==> config.mk <==
export PLATFORM = sky130hd
export DESIGN_NAME = slc_top
export DESIGN_NICKNAME = d
export VERILOG_FILES = /design/src/core/slc_pkg.sv /design/src/core/slc_top.sv
export SDC_FILE = /design/constraint.sdc
export NUM_CORES = 1
export LEC_CHECK = 0
export ABC_AREA = 1
export BUFFER_PORTS_ARGS = -buffer_cell sky130_fd_sc_hd__buf_2
export CAP_MARGIN = 20
export CORE_ASPECT_RATIO = 0.75
export CORE_MARGIN = 3
export CORE_UTILIZATION = 45
export DETAILED_ROUTE_END_ITERATION = 6
export HOLD_SLACK_MARGIN = 0.15
export PLACE_DENSITY = 0.87
export SYNTH_ARGS = -nofsm -noshare
export SYNTH_HDL_FRONTEND = slang
export SYNTH_SLANG_ARGS = --single-unit
==> constraint.sdc <==
create_clock -name clk_in -period 2.6 [get_ports clk_in]
set_input_delay 0.26 -clock clk_in [delete_from_list [all_inputs] [get_ports clk_in]]
set_output_delay 0.26 -clock clk_in [all_outputs]
set_load 0.03 [all_outputs]
==> src/core/slc_pkg.sv <==
package slc_pkg;

   // Register indices; the bus byte address is four times the index
   localparam logic [15:0] SLC_SP_IDX       = 16'h001e;
   localparam logic [15:0] SLC_LIM_IDX      = 16'h0020;
   localparam logic [15:0] SLC_IRQ_STS_IDX  = 16'h0022;
   localparam logic [15:0] SLC_IRQ_CLR_IDX  = 16'h0024;
   localparam logic [15:0] SLC_IRQ_EN_IDX   = 16'h0026;
   localparam int          SLC_ADDR_W       = 8;
   localparam int          SLC_IDX_SCALE    = 4;

   // Byte addresses seen on the bus
   localparam logic [7:0] SLC_SP_ADDR      = 8'(SLC_SP_IDX * SLC_IDX_SCALE);
   localparam logic [7:0] SLC_LIM_ADDR     = 8'(SLC_LIM_IDX * SLC_IDX_SCALE);
   localparam logic [7:0] SLC_IRQ_STS_ADDR = 8'(SLC_IRQ_STS_IDX * SLC_IDX_SCALE);
   localparam logic [7:0] SLC_IRQ_CLR_ADDR = 8'(SLC_IRQ_CLR_IDX * SLC_IDX_SCALE);
   localparam logic [7:0] SLC_IRQ_EN_ADDR  = 8'(SLC_IRQ_EN_IDX * SLC_IDX_SCALE);

   // Reset values and address bounds
   localparam logic [15:0] SLC_SP_RESET    = 16'h0800;
   localparam logic [15:0] SLC_RAM_START   = 16'h0800;
   localparam logic [15:0] SLC_WORD_STEP   = 16'h0002;
   localparam logic [31:0] SLC_UNMAPPED_RD = 32'h0000_0000;

   // Interrupt status bit positions
   localparam int SLC_EV_OVF = 0;
   localparam int SLC_EV_UNF = 1;
   localparam int SLC_EV_N   = 2;

   // Stacked word layout for program counter pushes
   localparam int SLC_PCH_W = 7;
   localparam int SLC_SRL_W = 8;

   // What a push carries
   typedef enum logic [1:0] {
      SLC_PUSH_DATA,
      SLC_PUSH_CALL,
      SLC_PUSH_EXC
   } slc_push_kind_t;

   // Whole state of the checker
   typedef struct packed {
      logic [15:0]         sp;
      logic [15:0]         lim;
      logic [SLC_EV_N-1:0] sts;
      logic [SLC_EV_N-1:0] en;
      logic                ack;
      logic [15:0]         rdata;
      logic                trap;
      logic                ovf;
      logic                unf;
      logic                wr_en;
      logic [15:0]         wr_addr;
      logic [15:0]         wr_data;
      logic                rd_en;
      logic [15:0]         rd_addr;
   } slc_state_t;

endpackage // slc_pkg

==> src/core/slc_top.sv <==
// Notes on behaviour
// - Register fifteen doubles as stack pointer.
// - Pointer holds next free word, grows upward.
// - Push writes then increments; pop decrements first.
// - Call push zero-extends upper counter part.
// - Exception push adds status low byte.
// - Limit register untouched by any reset.
// - Limit bit zero always reads zero.
// - Pointer-based addresses compared against limit.
// - Push at limit passes; next push traps.
// - Address below data RAM start traps.
module slc_top
   import slc_pkg::*;
(
   input  wire logic                  clk_in,
   input  wire logic                  rstn_in,
   // Avalon-MM slave
   input  wire logic [SLC_ADDR_W-1:0] avs_address_in,
   input  wire logic                  avs_read_in,
   input  wire logic                  avs_write_in,
   input  wire logic [31:0]           avs_writedata_in,
   output logic      [31:0]           avs_readdata_out,
   output logic                       avs_waitrequest_out,
   // Core side
   input  wire logic                  push_in,
   input  wire slc_push_kind_t        push_kind_in,
   input  wire logic [15:0]           push_data_in,
   input  wire logic [SLC_PCH_W-1:0]  pc_high_in,
   input  wire logic [SLC_SRL_W-1:0]  status_low_byte_in,
   input  wire logic                  pop_in,
   input  wire logic                  ea_valid_in,
   input  wire logic [15:0]           ea_addr_in,
   input  wire logic                  wreg_wr_in,
   input  wire logic [15:0]           wreg_wr_data_in,
   output logic      [15:0]           stack_pointer_out,
   output logic      [15:0]           stack_limit_out,
   output logic                       stack_wr_en_out,
   output logic      [15:0]           stack_wr_addr_out,
   output logic      [15:0]           stack_wr_data_out,
   output logic                       stack_rd_en_out,
   output logic      [15:0]           stack_rd_addr_out,
   output logic                       stack_trap_out,
   output logic                       stack_overflow_out,
   output logic                       stack_underflow_out,
   output logic                       irq_out
);

   slc_state_t q;
   slc_state_t d;

   logic              bus_req;
   logic              bus_wr;
   logic [15:0]       wdata16;
   logic [15:0]       chk_addr;
   logic              chk_valid;
   logic              ovf_ev;
   logic              unf_ev;
   logic [SLC_EV_N-1:0] ev;

   // Bus handshake: one wait cycle, then the answer
   assign bus_req = avs_read_in | avs_write_in;
   assign bus_wr  = avs_write_in & q.ack;
   assign wdata16 = avs_writedata_in[15:0];

   // Address under check: push uses pointer, pop uses pointer minus a word
   always_comb begin
      chk_valid = 1'b0;
      chk_addr  = q.sp;
      if (push_in) begin
         chk_valid = 1'b1;
         chk_addr  = q.sp;
      end else if (pop_in) begin
         chk_valid = 1'b1;
         chk_addr  = q.sp - SLC_WORD_STEP;
      end else if (ea_valid_in) begin
         chk_valid = 1'b1;
         chk_addr  = ea_addr_in;
      end
   end

   // limit written by bus is used from the next cycle on
   assign ovf_ev = chk_valid & (push_in | ea_valid_in) & (chk_addr > q.lim);
   assign unf_ev = chk_valid & (chk_addr < SLC_RAM_START);
   assign ev     = {unf_ev, ovf_ev};

   // Next state
   always_comb begin
      d       = q;
      d.trap  = 1'b0;
      d.ovf   = 1'b0;
      d.unf   = 1'b0;
      d.wr_en = 1'b0;
      d.rd_en = 1'b0;

      // Bus answer timing
      d.ack = bus_req & ~q.ack;
      if (bus_req & ~q.ack) begin
         case (avs_address_in)
            SLC_SP_ADDR:      d.rdata = q.sp;
            SLC_LIM_ADDR:     d.rdata = q.lim;
            SLC_IRQ_STS_ADDR: d.rdata = {{(16-SLC_EV_N){1'b0}}, q.sts};
            SLC_IRQ_EN_ADDR:  d.rdata = {{(16-SLC_EV_N){1'b0}}, q.en};
            default:          d.rdata = SLC_UNMAPPED_RD[15:0];
         endcase
      end

      // Bus writes to registers
      if (bus_wr) begin
         case (avs_address_in)
            SLC_SP_ADDR:      d.sp = wdata16;
            SLC_LIM_ADDR:     d.lim = {wdata16[15:1], 1'b0};
            SLC_IRQ_CLR_ADDR: d.sts = q.sts & ~wdata16[SLC_EV_N-1:0];
            SLC_IRQ_EN_ADDR:  d.en = wdata16[SLC_EV_N-1:0];
            default:          d.en = q.en;
         endcase
      end

      // core writes as ordinary working register
      if (wreg_wr_in) begin
         d.sp = wreg_wr_data_in;
      end else if (push_in) begin
         // grows upward, points at next free word
         d.wr_en   = 1'b1;
         d.wr_addr = q.sp;
         d.sp      = q.sp + SLC_WORD_STEP;
         case (push_kind_in)
            SLC_PUSH_CALL: d.wr_data = {{(16-SLC_PCH_W){1'b0}}, pc_high_in};
            // status low byte beside counter upper part
            SLC_PUSH_EXC:  d.wr_data = {status_low_byte_in, 1'b0, pc_high_in};
            default:       d.wr_data = push_data_in;
         endcase
      end else if (pop_in) begin
         d.rd_en   = 1'b1;
         d.rd_addr = q.sp - SLC_WORD_STEP;
         d.sp      = q.sp - SLC_WORD_STEP;
      end

      // one-cycle trap on a qualified access
      d.trap = ovf_ev | unf_ev;
      d.ovf  = ovf_ev;
      d.unf  = unf_ev;
      // Set wins over clear
      d.sts  = d.sts | ev;

      // reset leaves limit as it was
      if (!rstn_in) begin
         d       = '0;
         d.sp    = SLC_SP_RESET;
         d.lim   = q.lim;
      end
   end

   // State register
   always_ff @(posedge clk_in) begin
      q <= d;
   end

   // Outputs
   assign avs_waitrequest_out = bus_req & ~q.ack;
   assign avs_readdata_out    = {16'h0000, q.rdata};
   assign stack_pointer_out   = q.sp;
   assign stack_limit_out     = q.lim;
   assign stack_wr_en_out     = q.wr_en;
   assign stack_wr_addr_out   = q.wr_addr;
   assign stack_wr_data_out   = q.wr_data;
   assign stack_rd_en_out     = q.rd_en;
   assign stack_rd_addr_out   = q.rd_addr;
   assign stack_trap_out      = q.trap;
   assign stack_overflow_out  = q.ovf;
   assign stack_underflow_out = q.unf;
   assign irq_out             = |(q.sts & q.en);
endmodule // slc_top

==> results of run 1 <==
[worst max-delay path, delay by kind of cell (launching register included)]
family / cells / cell delay, ps
fa+ha+maj: 2 / 530
xor+xnor: 1 / 150
flops: 1 / 360
simple gates: 8 / 680
buf+inv: 2 / 200
compound gates: 4 / 510
[registers in the layout (all words and copies together) (netlist names)]
signal	cells
stack_pointer_out	16
stack_wr_data_out	16
stack_wr_addr_out	16
stack_rd_en_out	1
stack_rd_addr_out	16
q	5
stack_overflow_out	1
stack_wr_en_out	1
stack_trap_out	1
avs_readdata_out	16
stack_limit_out	15
stack_underflow_out	1
[layout make-up]
class | count | area, um2 | share of cell area (%)
repair buffers | 256 | 1480 | 18.7
well taps | 200 | 250 | 3.15
flip-flops and latches | 105 | 2260 | 28.5
clock inverters | 6 | 55.1 | 0.694
inverters | 84 | 320 | 4.04
clock buffers | 10 | 250 | 3.15
multi-input cells | 630 | 3320 | 41.8
[cells in the final DEF, fill, tap and decap left out, drive strengths merged, types with 17 or more instances in the layout]
master         n
buf          236
nand2        215
a21oi        108
dfxtp         90
inv           85
o21ai         82
nor2          69
nand3         55
dlygate4sd3   20
ha            19
conb          17
[kinds of logic (layout without fill, tap and decap cells)]
group                    after synthesis  in the layout  share of synthesized area, %
AND/OR/NAND/NOR                      365            365                          24.2
buffers and inverters                242            356                          20.9
AO/OA/AOI/OAI                        221            221                          17.3
flip-flops                           105            105                          33.1
adder cells (fa/ha/maj)               19             19                          3.49
XOR/XNOR                               8              8                          1.03
other                                  1             17                        0.0551
[timing repair]
item	4_1_cts	5_1_grt
hold buffers	20	0
setup buffers	0	5
endpoints found under the hold margin	20	0
resized for setup	0	41
setup endpoints to repair	0	3
[synthesized netlist by cell type, types with 10 or more instances]
library cell and number:
a21oi_1 106, buf_4 117, clkbuf_1 22, dfxtp_1 90
edfxtp_1 15, ha_1 19, inv_1 73, nand2_1 207
nand3_1 50, nor2_1 56, o21ai_0 72, o21ai_1 10
o22ai_1 14
[where the power goes]
| group | leakage, nW | switching (mW) | internal (mW) | total [mW] |
|---|---|---|---|---|
| Clock | 0.151 | 0.674 | 0.728 | 1.40 |
| Combinational | 2.85 | 0.748 | 0.383 | 1.13 |
| Sequential | 0.873 | 0.0622 | 1.72 | 1.78 |
[worst max-delay path by stage]
| stage | from | endpoint | cells after the start |
|---|---|---|---|
| final | stack_pointer_out[1] | q[72] | 17 |
| after global routing | stack_pointer_out[2] | stack_trap_out | 17 |
| after CTS | stack_pointer_out[2] | q[72] | 17 |
| after detailed placement | stack_pointer_out[2] | q[72] | 17 |
| after global placement | stack_pointer_out[2] | q[72] | 17 |
| after floorplan | avs_address_in[0] | stack_limit_out[10] | 6 |
[layer usage]
layer / routed length, um / vias to the layer above / part of all wire (%) / GRT usage, %
met1: 9480 / 3093 / 43 / 35.8
met2: 9850 / 401 / 45 / 39.1
li1: - / 3269 / - / -
met5: 0 / - / 0 / 0
met3: 2390 / 43 / 11 / 5.97
met4: 357 / 0 / 1.6 / 4.86
==> qor.csv, run 1 <==
metric,value,unit
root_buffer,clkbuf_16,
yosys-top-cells-area,"dfxtp_1, buf_4, nand2_1",
critPathMaxFanout,3,
start_util,46.5,%
wl_per_cell,17.1,um
pre_cts_slack,30.0,ps
dr.pass1.iters,7,
tritoncts,done,
clk_pin_slew,80,ps
ant_nets,0,
fmaxAchievable,399,MHz
die_x,148,um
vias,6806,
crit_path_max_incr_delay,360,ps
cpMostUsedCell,nand2_1,
reg2reg_slack,100,ps
design_area,7930,um2
clk_path_buf_depth,2,
rr_endpoint,q[72],
finalCriticalPeriod,2500,ps
hp-start,push_data_in[7],
rows,38,
area_growth,16.5,%
pin_count,232,
core_area,14600,um2
avgSynthCellArea,7.09,um2
worstPathCellList,"inv_2, ha_4, buf_4, xor2_1, nand2_1, nand2_1, nand2_1, o21ai_0, ha_1, nand2_1, o21ai_0, nand2_1, o211ai_1, nand2_1, nand2_1, nand4_1, o21ai_1",
finalSetupTns,0,ps
vias_per_cell,5.27,
grt_pass1_vias,6155,
hold_ws,154,ps
hold_path_class,in -> reg,
setup_ws,95.3,ps
final_max_slew_viol_count,0,
fin_cells,1291,
crit_slowest_cell,dfxtp_1,
fill_cells,1423,
gp_congestion,0.963,
critical_path.endpoint_type,flip-flop,
fin_crit_sh,96.3,%
insertion_delay,360,ps
grt_overflow,0,
synth-edff-count,15,
dieArea,16700,um2
antenna_cells,0,
tightest_slew,720,ps
cp_data_required_time,2890,ps
crit_type,reg -> reg,
hold_violations,0,
synth.top_cell.area_share,26.5,%
drt_iter0_markers,701,
leakage,3.88,nW
syn_inst,961,
yosysWarnings,0,
portBuffers,198,
clock-sinks,105,
start_kind,flip-flop,
layout-drive-gt1-share,29.9,%
yosys_register_bits,105,
die_h,113,um
synth_area,6810,um2
htree_levels,3,
skew,9.00,ps
maxCapViolations,0,
finalPower,4.31,mW
ys.flop_type,dfxtp_1,
synthArstFlopShare,0,%
vdd_drop_max,331,uV
yosysSeqAreaShare,33.1,%
drc,0,
utilization,54.2,%
post_dp_cell_area,7260,um2
worstHoldPathCells,3,
status,completed,
placed_cells,1250,
slew_headroom,52.0,%
synth_cell_types,43,
grt_pass1_wl,33100,um
powerDensity,543,nW/um2
nets,1218,
post-dp-hpwl,16800,um
grt_use_total,25.1,%
routed_wirelength,22100,um
worst-r2r-cell-count,17,
cts_buffers,9,
synth_top_area_cell,dfxtp_1,
critPathArrivalTime,2800,ps
grt_antenna_before_repair,0,
holdPathEnd,stack_wr_data_out[7],
rr_startpoint,stack_pointer_out[1],
grt_max_degree,57,
setup_viol,0,
No activity file was read; power rests on OpenSTA's default activity.
==> run 2, diff against run 1 <==
- ABC_AREA: 1 -> not set
==> qor.csv, run 2 <==
metric,value,unit,change
fin_crit_sh,117,%,+21 points
post_dp_cell_area,7480,um2,+3.1%
slew_headroom,42.6,%,-9.3 points
layout_commonest_cell,buf_2,,
antenna_cells,0,,unchanged
start_util,46.9,%,+0.39 points
grt_overflow,0,,unchanged
htree_levels,3,,unchanged
clk_path_buf_depth,2,,unchanged
ys.flop_type,dfxtp_1,,
netlist_top_cells_count,"buf_4, dfxtp_1, nor2_1",,
status,"finished, violations left",,
yosys-top-cells-area,"dfxtp_1, buf_4, edfxtp_1",,
area_growth,21.9,%,
final_cell_mix,"buf_2, dfxtp_1, nand2_1, nor2_1, buf_4",,
hold_path_class,in -> reg,,
dr.pass1.iters,6,,-1
tritoncts,done,,
vdd_drop_max,300,uV,-9.1%
grt_pass1_wl,33700,um,+1.8%
yosysWarnings,0,,unchanged
cp_data_required_time,2830,ps,-60 ps
critical_path.endpoint_type,flip-flop,,
hold_ws,161,ps,+6.82 ps
critPathMaxFanout,3,,unchanged
yosysSeqAreaShare,34.2,%,+1.2 points
fmaxAchievable,329,MHz,-18%
synthArstFlopShare,0,%,unchanged
synth_area,6580,um2,-3.4%
syn_inst,831,,-14%
synth_top_area_cell,dfxtp_1,,
crit_type,reg -> reg,,
rows,37,,-2.6%
grt_pass1_vias,6118,,-0.60%
setup_ws,-442,ps,-537 ps
leakage,3.64,nW,-6.0%
ant_nets,0,,unchanged
root_buffer,clkbuf_16,,
dieArea,16100,um2,-3.3%
pre_cts_slack,-517,ps,-547 ps
skew,7.58,ps,-1.42 ps
gp_congestion,0.949,,-1.4%
core_area,14000,um2,-4.2%
rsz0062_at_grt,yes,,
powerDensity,552,nW/um2,+1.7%
rr_startpoint,stack_pointer_out[6],,
worst-r2r-cell-count,13,,-4
die_h,111,um,-1.6%
nets,1118,,-8.2%
setup_viol,3,,+3
clock-sinks,105,,unchanged
wl_per_cell,18.6,um,+8.5%
grt_use_total,26.1,%,+1.0 points
placed_cells,1148,,-8.2%
maxCapViolations,0,,unchanged
grt_max_degree,48,,-16%
rr_endpoint,stack_trap_out,,
fin_cells,1186,,-8.1%
cp-startpoint,stack_pointer_out[6],,
finalCriticalPeriod,3040,ps,+537 ps
hold_violations,0,,unchanged
start_kind,flip-flop,,
synth-edff-count,15,,unchanged
tightest_slew,860,ps,+140 ps
reg2reg_slack,-440,ps,-540 ps
post-dp-hpwl,16700,um,-0.45%
die_x,146,um,-1.7%
routed_wirelength,22000,um,-0.29%
cts_buffers,9,,unchanged
clk_pin_slew,70,ps,about the same
design_area,8020,um2,+1.1%
yosys_register_bits,105,,unchanged
drc,0,,unchanged
avgSynthCellArea,7.92,um2,+12%
final_max_slew_viol_count,0,,unchanged
yosysMostFrequentCell,buf_4,,
pin_count,232,,unchanged
violations,setup timing,,
vias,6730,,-1.1%
layout-drive-gt1-share,33.6,%,+3.7 points
vias_per_cell,5.67,,+7.6%
endpoint,stack_trap_out,,
drt_iter0_markers,661,,-5.7%
portBuffers,198,,unchanged
grt_antenna_before_repair,0,,unchanged
insertion_delay,350,ps,about the same
synth.top_cell.area_share,27.4,%,+0.94 points
synth_cell_types,67,,+56%
critPathArrivalTime,3270,ps,+470 ps
## run 2: cell count changes after synthesis, sizes merged, moves of 18 or more
| cell | delta |
|---|---|
| a211oi | +26 |
| a21oi | -48 |
| a22oi | +18 |
| clkbuf | +28 |
| inv | -56 |
| nand2 | -128 |
| nand3 | -38 |
| nor2 | +19 |
| o21ai | -36 |
## run 2: worst min-delay path by stage
| stage | from | to | slack [ps] | depth (start not counted) |
|---|---|---|---|---|
| 3_3_place_gp | stack_wr_data_out[7] | stack_wr_data_out[7] | 440 | 2 |
| 2_1_floorplan | avs_writedata_in[10] | stack_limit_out[10] | 360 | 0 |
| 4_1_cts | wreg_wr_data_in[11] | stack_pointer_out[11] | 150 | 3 |
| 3_5_place_dp | stack_wr_addr_out[13] | stack_wr_addr_out[13] | 440 | 2 |
| 5_1_grt | wreg_wr_data_in[11] | stack_pointer_out[11] | 170 | 3 |
| 6_report | wreg_wr_data_in[11] | stack_pointer_out[11] | 160 | 3 |
## run 2: routing by layer
metal  up-vias  share of wire (%)  GRT usage, %
li1       3116                  -             -
met1      3153                 44          38.2
met2       415                 43          38.7
met3        46                 11          6.29
met4         0                1.7          6.39
met5         -                  0             0
## run 2: critical path: stages (launching register included)
cell,delay (ps)
dfxtp_2,330
or4_4,550
or4_4,480
xnor2_4,160
and2_4,150
a21oi_2,100
o21ai_1,80
ha_1,290
a21o_1,160
a21o_1,160
a21oi_2,120
o21ai_1,90
o21ai_2,170
o41ai_1,100
## run 2: where the power goes
part | switching, mW | internal [mW] | total (mW) | leakage, nW
Clock | 0.610 | 0.758 | 1.37 | 0.153
Combinational | 0.785 | 0.495 | 1.28 | 2.62
Sequential | 0.0518 | 1.73 | 1.78 | 0.874
Total | 1.45 | 2.98 | 4.43 | 3.64
## run 2: cells by family (layout without fill, tap and decap cells)
logic type      after synthesis  in the layout  share of synthesized area, %
simple gates                260            260                          18.7
mux                           5              5                         0.761
other cells                   1             17                        0.0570
xor+xnor                     13             13                          1.73
flops                       105            105                          34.2
buf+inv                     201            345                          18.1
compound gates              227            227                          22.8
fa+ha+maj                    19             19                          3.61
## run 2: metrics by stage
| step | util (%) | setup TNS (ps) | power (mW) |
|---|---|---|---|
| after global placement | 53.3 | -1290 | 2.99 |
| final | 57.1 | -1250 | 4.43 |
| after global routing | 57.1 | -1570 | 4.61 |
| after floorplan | - | -1540 | 2.64 |
| after CTS | 56.8 | -1400 | 4.39 |
| after detailed placement | 53.3 | -1480 | 3.01 |
## run 2: what timing repair did
item                                    CTS  global route
buffers inserted                          3             4
hold buffers                             15             0
endpoints found under the setup margin    3             6
hold endpoints to repair                 15             0
gates resized for setup                   4             4
cloned                                    0             0
pin swaps                                11             4
## run 2: area by class of cell
class	count	area (um2)
Timing Repair Buffer	301	1850
Sequential cell	105	2250
Inverter	28	105
Multi-Input combinational cell	541	3260
Clock inverter	4	23.8
Tap cell	195	244
Clock buffer	12	278
Fill cell	1273	6010
==> run 3, diff against run 2 <==
- BUFFER_PORTS_ARGS: -buffer_cell sky130_fd_sc_hd__buf_2 -> not set
- DONT_BUFFER_PORTS: not set -> 1
- PLACE_DENSITY: 0.87 -> 0.73
==> qor.csv, run 3 (synthesis results as in run 2) <==
metric,value,unit,change
grt_use_total,25.8,%,-0.33 points
critical_path.endpoint_type,flip-flop,,
rr_endpoint,stack_trap_out,,
cts_buffers,9,,unchanged
start_util,46.9,%,unchanged
worstHoldPathCells,2,,-1
tritoncts,done,,
core_area,14000,um2,unchanged
fmaxAchievable,315,MHz,-4.1%
clock-sinks,105,,unchanged
worst-r2r-cell-count,13,,unchanged
rsz0062_at_grt,yes,,
root_buffer,clkbuf_16,,
routed_wirelength,21600,um,-2.1%
cpMostUsedCell,o21ai_2,,
hp-start,status_low_byte_in[3],,
final_cell_mix,"dfxtp_1, nand2_1, nor2_1, buf_4, a21oi_1",,
final-seq-area,2250,um2,about the same
rows,37,,unchanged
grt_max_degree,47,,-2.1%
nets,936,,-16%
hold_path_class,in -> reg,,
grt_pass1_wl,32800,um,-2.7%
pin_count,232,,unchanged
dr.pass1.iters,7,,+1
ant_nets,0,,unchanged
critPathMaxFanout,3,,unchanged
grt_pass1_vias,5569,,-9.0%
crit_slowest_cell,or4_4,,
vias,6010,,-11%
start_kind,flip-flop,,
drc,0,,unchanged
hold_ws,137,ps,-23.8 ps
setup_ws,-571,ps,-129 ps
area_growth,10.3,%,
cp-startpoint,stack_pointer_out[5],,
portBuffers,0,,-100%
gp_congestion,0.986,,+3.9%
wl_per_cell,21.5,um,+16%
finalCriticalPeriod,3170,ps,+129 ps
skew,7.10,ps,-0.483 ps
dieArea,16100,um2,unchanged
antenna_cells,0,,unchanged
clk_path_buf_depth,2,,unchanged
leakage,2.84,nW,-22%
vias_per_cell,5.99,,+5.5%
violations,setup timing,,
die_h,111,um,unchanged
cp_data_required_time,2830,ps,about the same
vdd_drop_max,323,uV,+7.4%
rr_startpoint,stack_pointer_out[5],,
crit_path_max_incr_delay,570,ps,+20 ps
maxCapViolations,0,,unchanged
tightest_slew,881,ps,+21.7 ps
layout_commonest_cell,dfxtp_1,,
grt_antenna_before_repair,0,,unchanged
slew_headroom,41.2,%,-1.5 points
final_max_slew_viol_count,0,,unchanged
finalSetupTns,-1620,ps,-376 ps
powerDensity,620,nW/um2,+12%
clk_pin_slew,80,ps,about the same
layout-drive-gt1-share,15.8,%,-18 points
crit_type,reg -> reg,,
hold_violations,0,,unchanged
grt_overflow,0,,unchanged
critPathArrivalTime,3400,ps,+130 ps
reg2reg_slack,-570,ps,-130 ps
holdPathEnd,stack_wr_data_out[11],,
status,"finished, violations left",,
fin_crit_sh,122,%,+4.9 points
htree_levels,3,,unchanged
insertion_delay,350,ps,about the same
worstPathCellList,"or4_4, or4_4, xnor2_4, and2_4, a21oi_2, o21ai_2, ha_1, a21o_1, a21o_1, a21oi_2, o21ai_2, o21ai_2, o41ai_1",,
drt_iter0_markers,574,,-13%
multi_input_area,3290,um2,+0.92%
fill_cells,1326,,+4.2%
die_x,146,um,unchanged
post-dp-hpwl,15900,um,-4.5%
setup_viol,3,,unchanged
-- run 3: cell count changes in the layout (fill, tap and decap cells not counted), moves of 3 or more --
cell / before / now
buf_6: 0 / 3
clkinv_2: 3 / 0
buf_2: 198 / 0
dlygate4sd3_1: 15 / 41
buf_12: 4 / 0
buf_4: 84 / 75
-- run 3: per-layer routing --
metal,vias to the layer above,wire (um),GRT usage (%)
li1,2767,-,-
met3,37,2700,9.03
met1,2866,9120,36.2
met5,-,0,0
met2,340,9220,36.9
met4,0,518,8.22
-- run 3: power by group --
group          switching [mW]  internal, mW  leakage [nW]
combinational           0.586         0.399          1.80
clock                   0.639         0.970         0.174
sequential              0.179          1.73         0.873
total                    1.40          3.10          2.84
-- run 3: worst max path at each step --
| stage | to | slack (ps) | cells after the start |
|---|---|---|---|
| CTS | stack_trap_out | -500 | 13 |
| detailed placement | stack_trap_out | -580 | 13 |
| finish | stack_trap_out | -570 | 13 |
| global route | stack_trap_out | -680 | 13 |
| global placement | stack_trap_out | -520 | 13 |
| floorplan | stack_trap_out | -550 | 15 |
-- run 3: what timing repair did --
action | in CTS | in global routing
gates cloned | 0 | 0
hold buffers | 41 | 0
pin swaps | 4 | 5
setup buffers | 2 | 0
setup endpoints to repair | 3 | 7
hold endpoints to repair | 46 | 0
resized for setup | 6 | 10
-- run 3: critical path: cells and delay by family (launching register included) --
kind | cells | cell delay [ps]
simple gates | 3 | 1220
compound gates | 8 | 1040
flops | 1 | 320
fa+ha+maj | 1 | 290
xor+xnor | 1 | 170
-- run 3: through the flow --
step	power (mW)	util (%)	cell area (um2)	cells	setup slack [ps]
after floorplan	2.64	-	6660	847	-546
after global placement	2.80	45.6	6400	945	-523
after detailed placement	2.81	45.6	6400	945	-578
after CTS	4.50	51.4	7200	1004	-504
after global routing	4.68	51.7	7260	1004	-682
final	4.50	51.7	7260	1004	-571
-- run 3: cell type report --
type	count	area share, %
Clock buffer	12	3.85
Tap cell	195	3.36
Sequential cell	105	31.1
Timing Repair Buffer	119	13.9
Clock inverter	4	1.07
Inverter	28	1.45
Multi-Input combinational cell	541	45.3
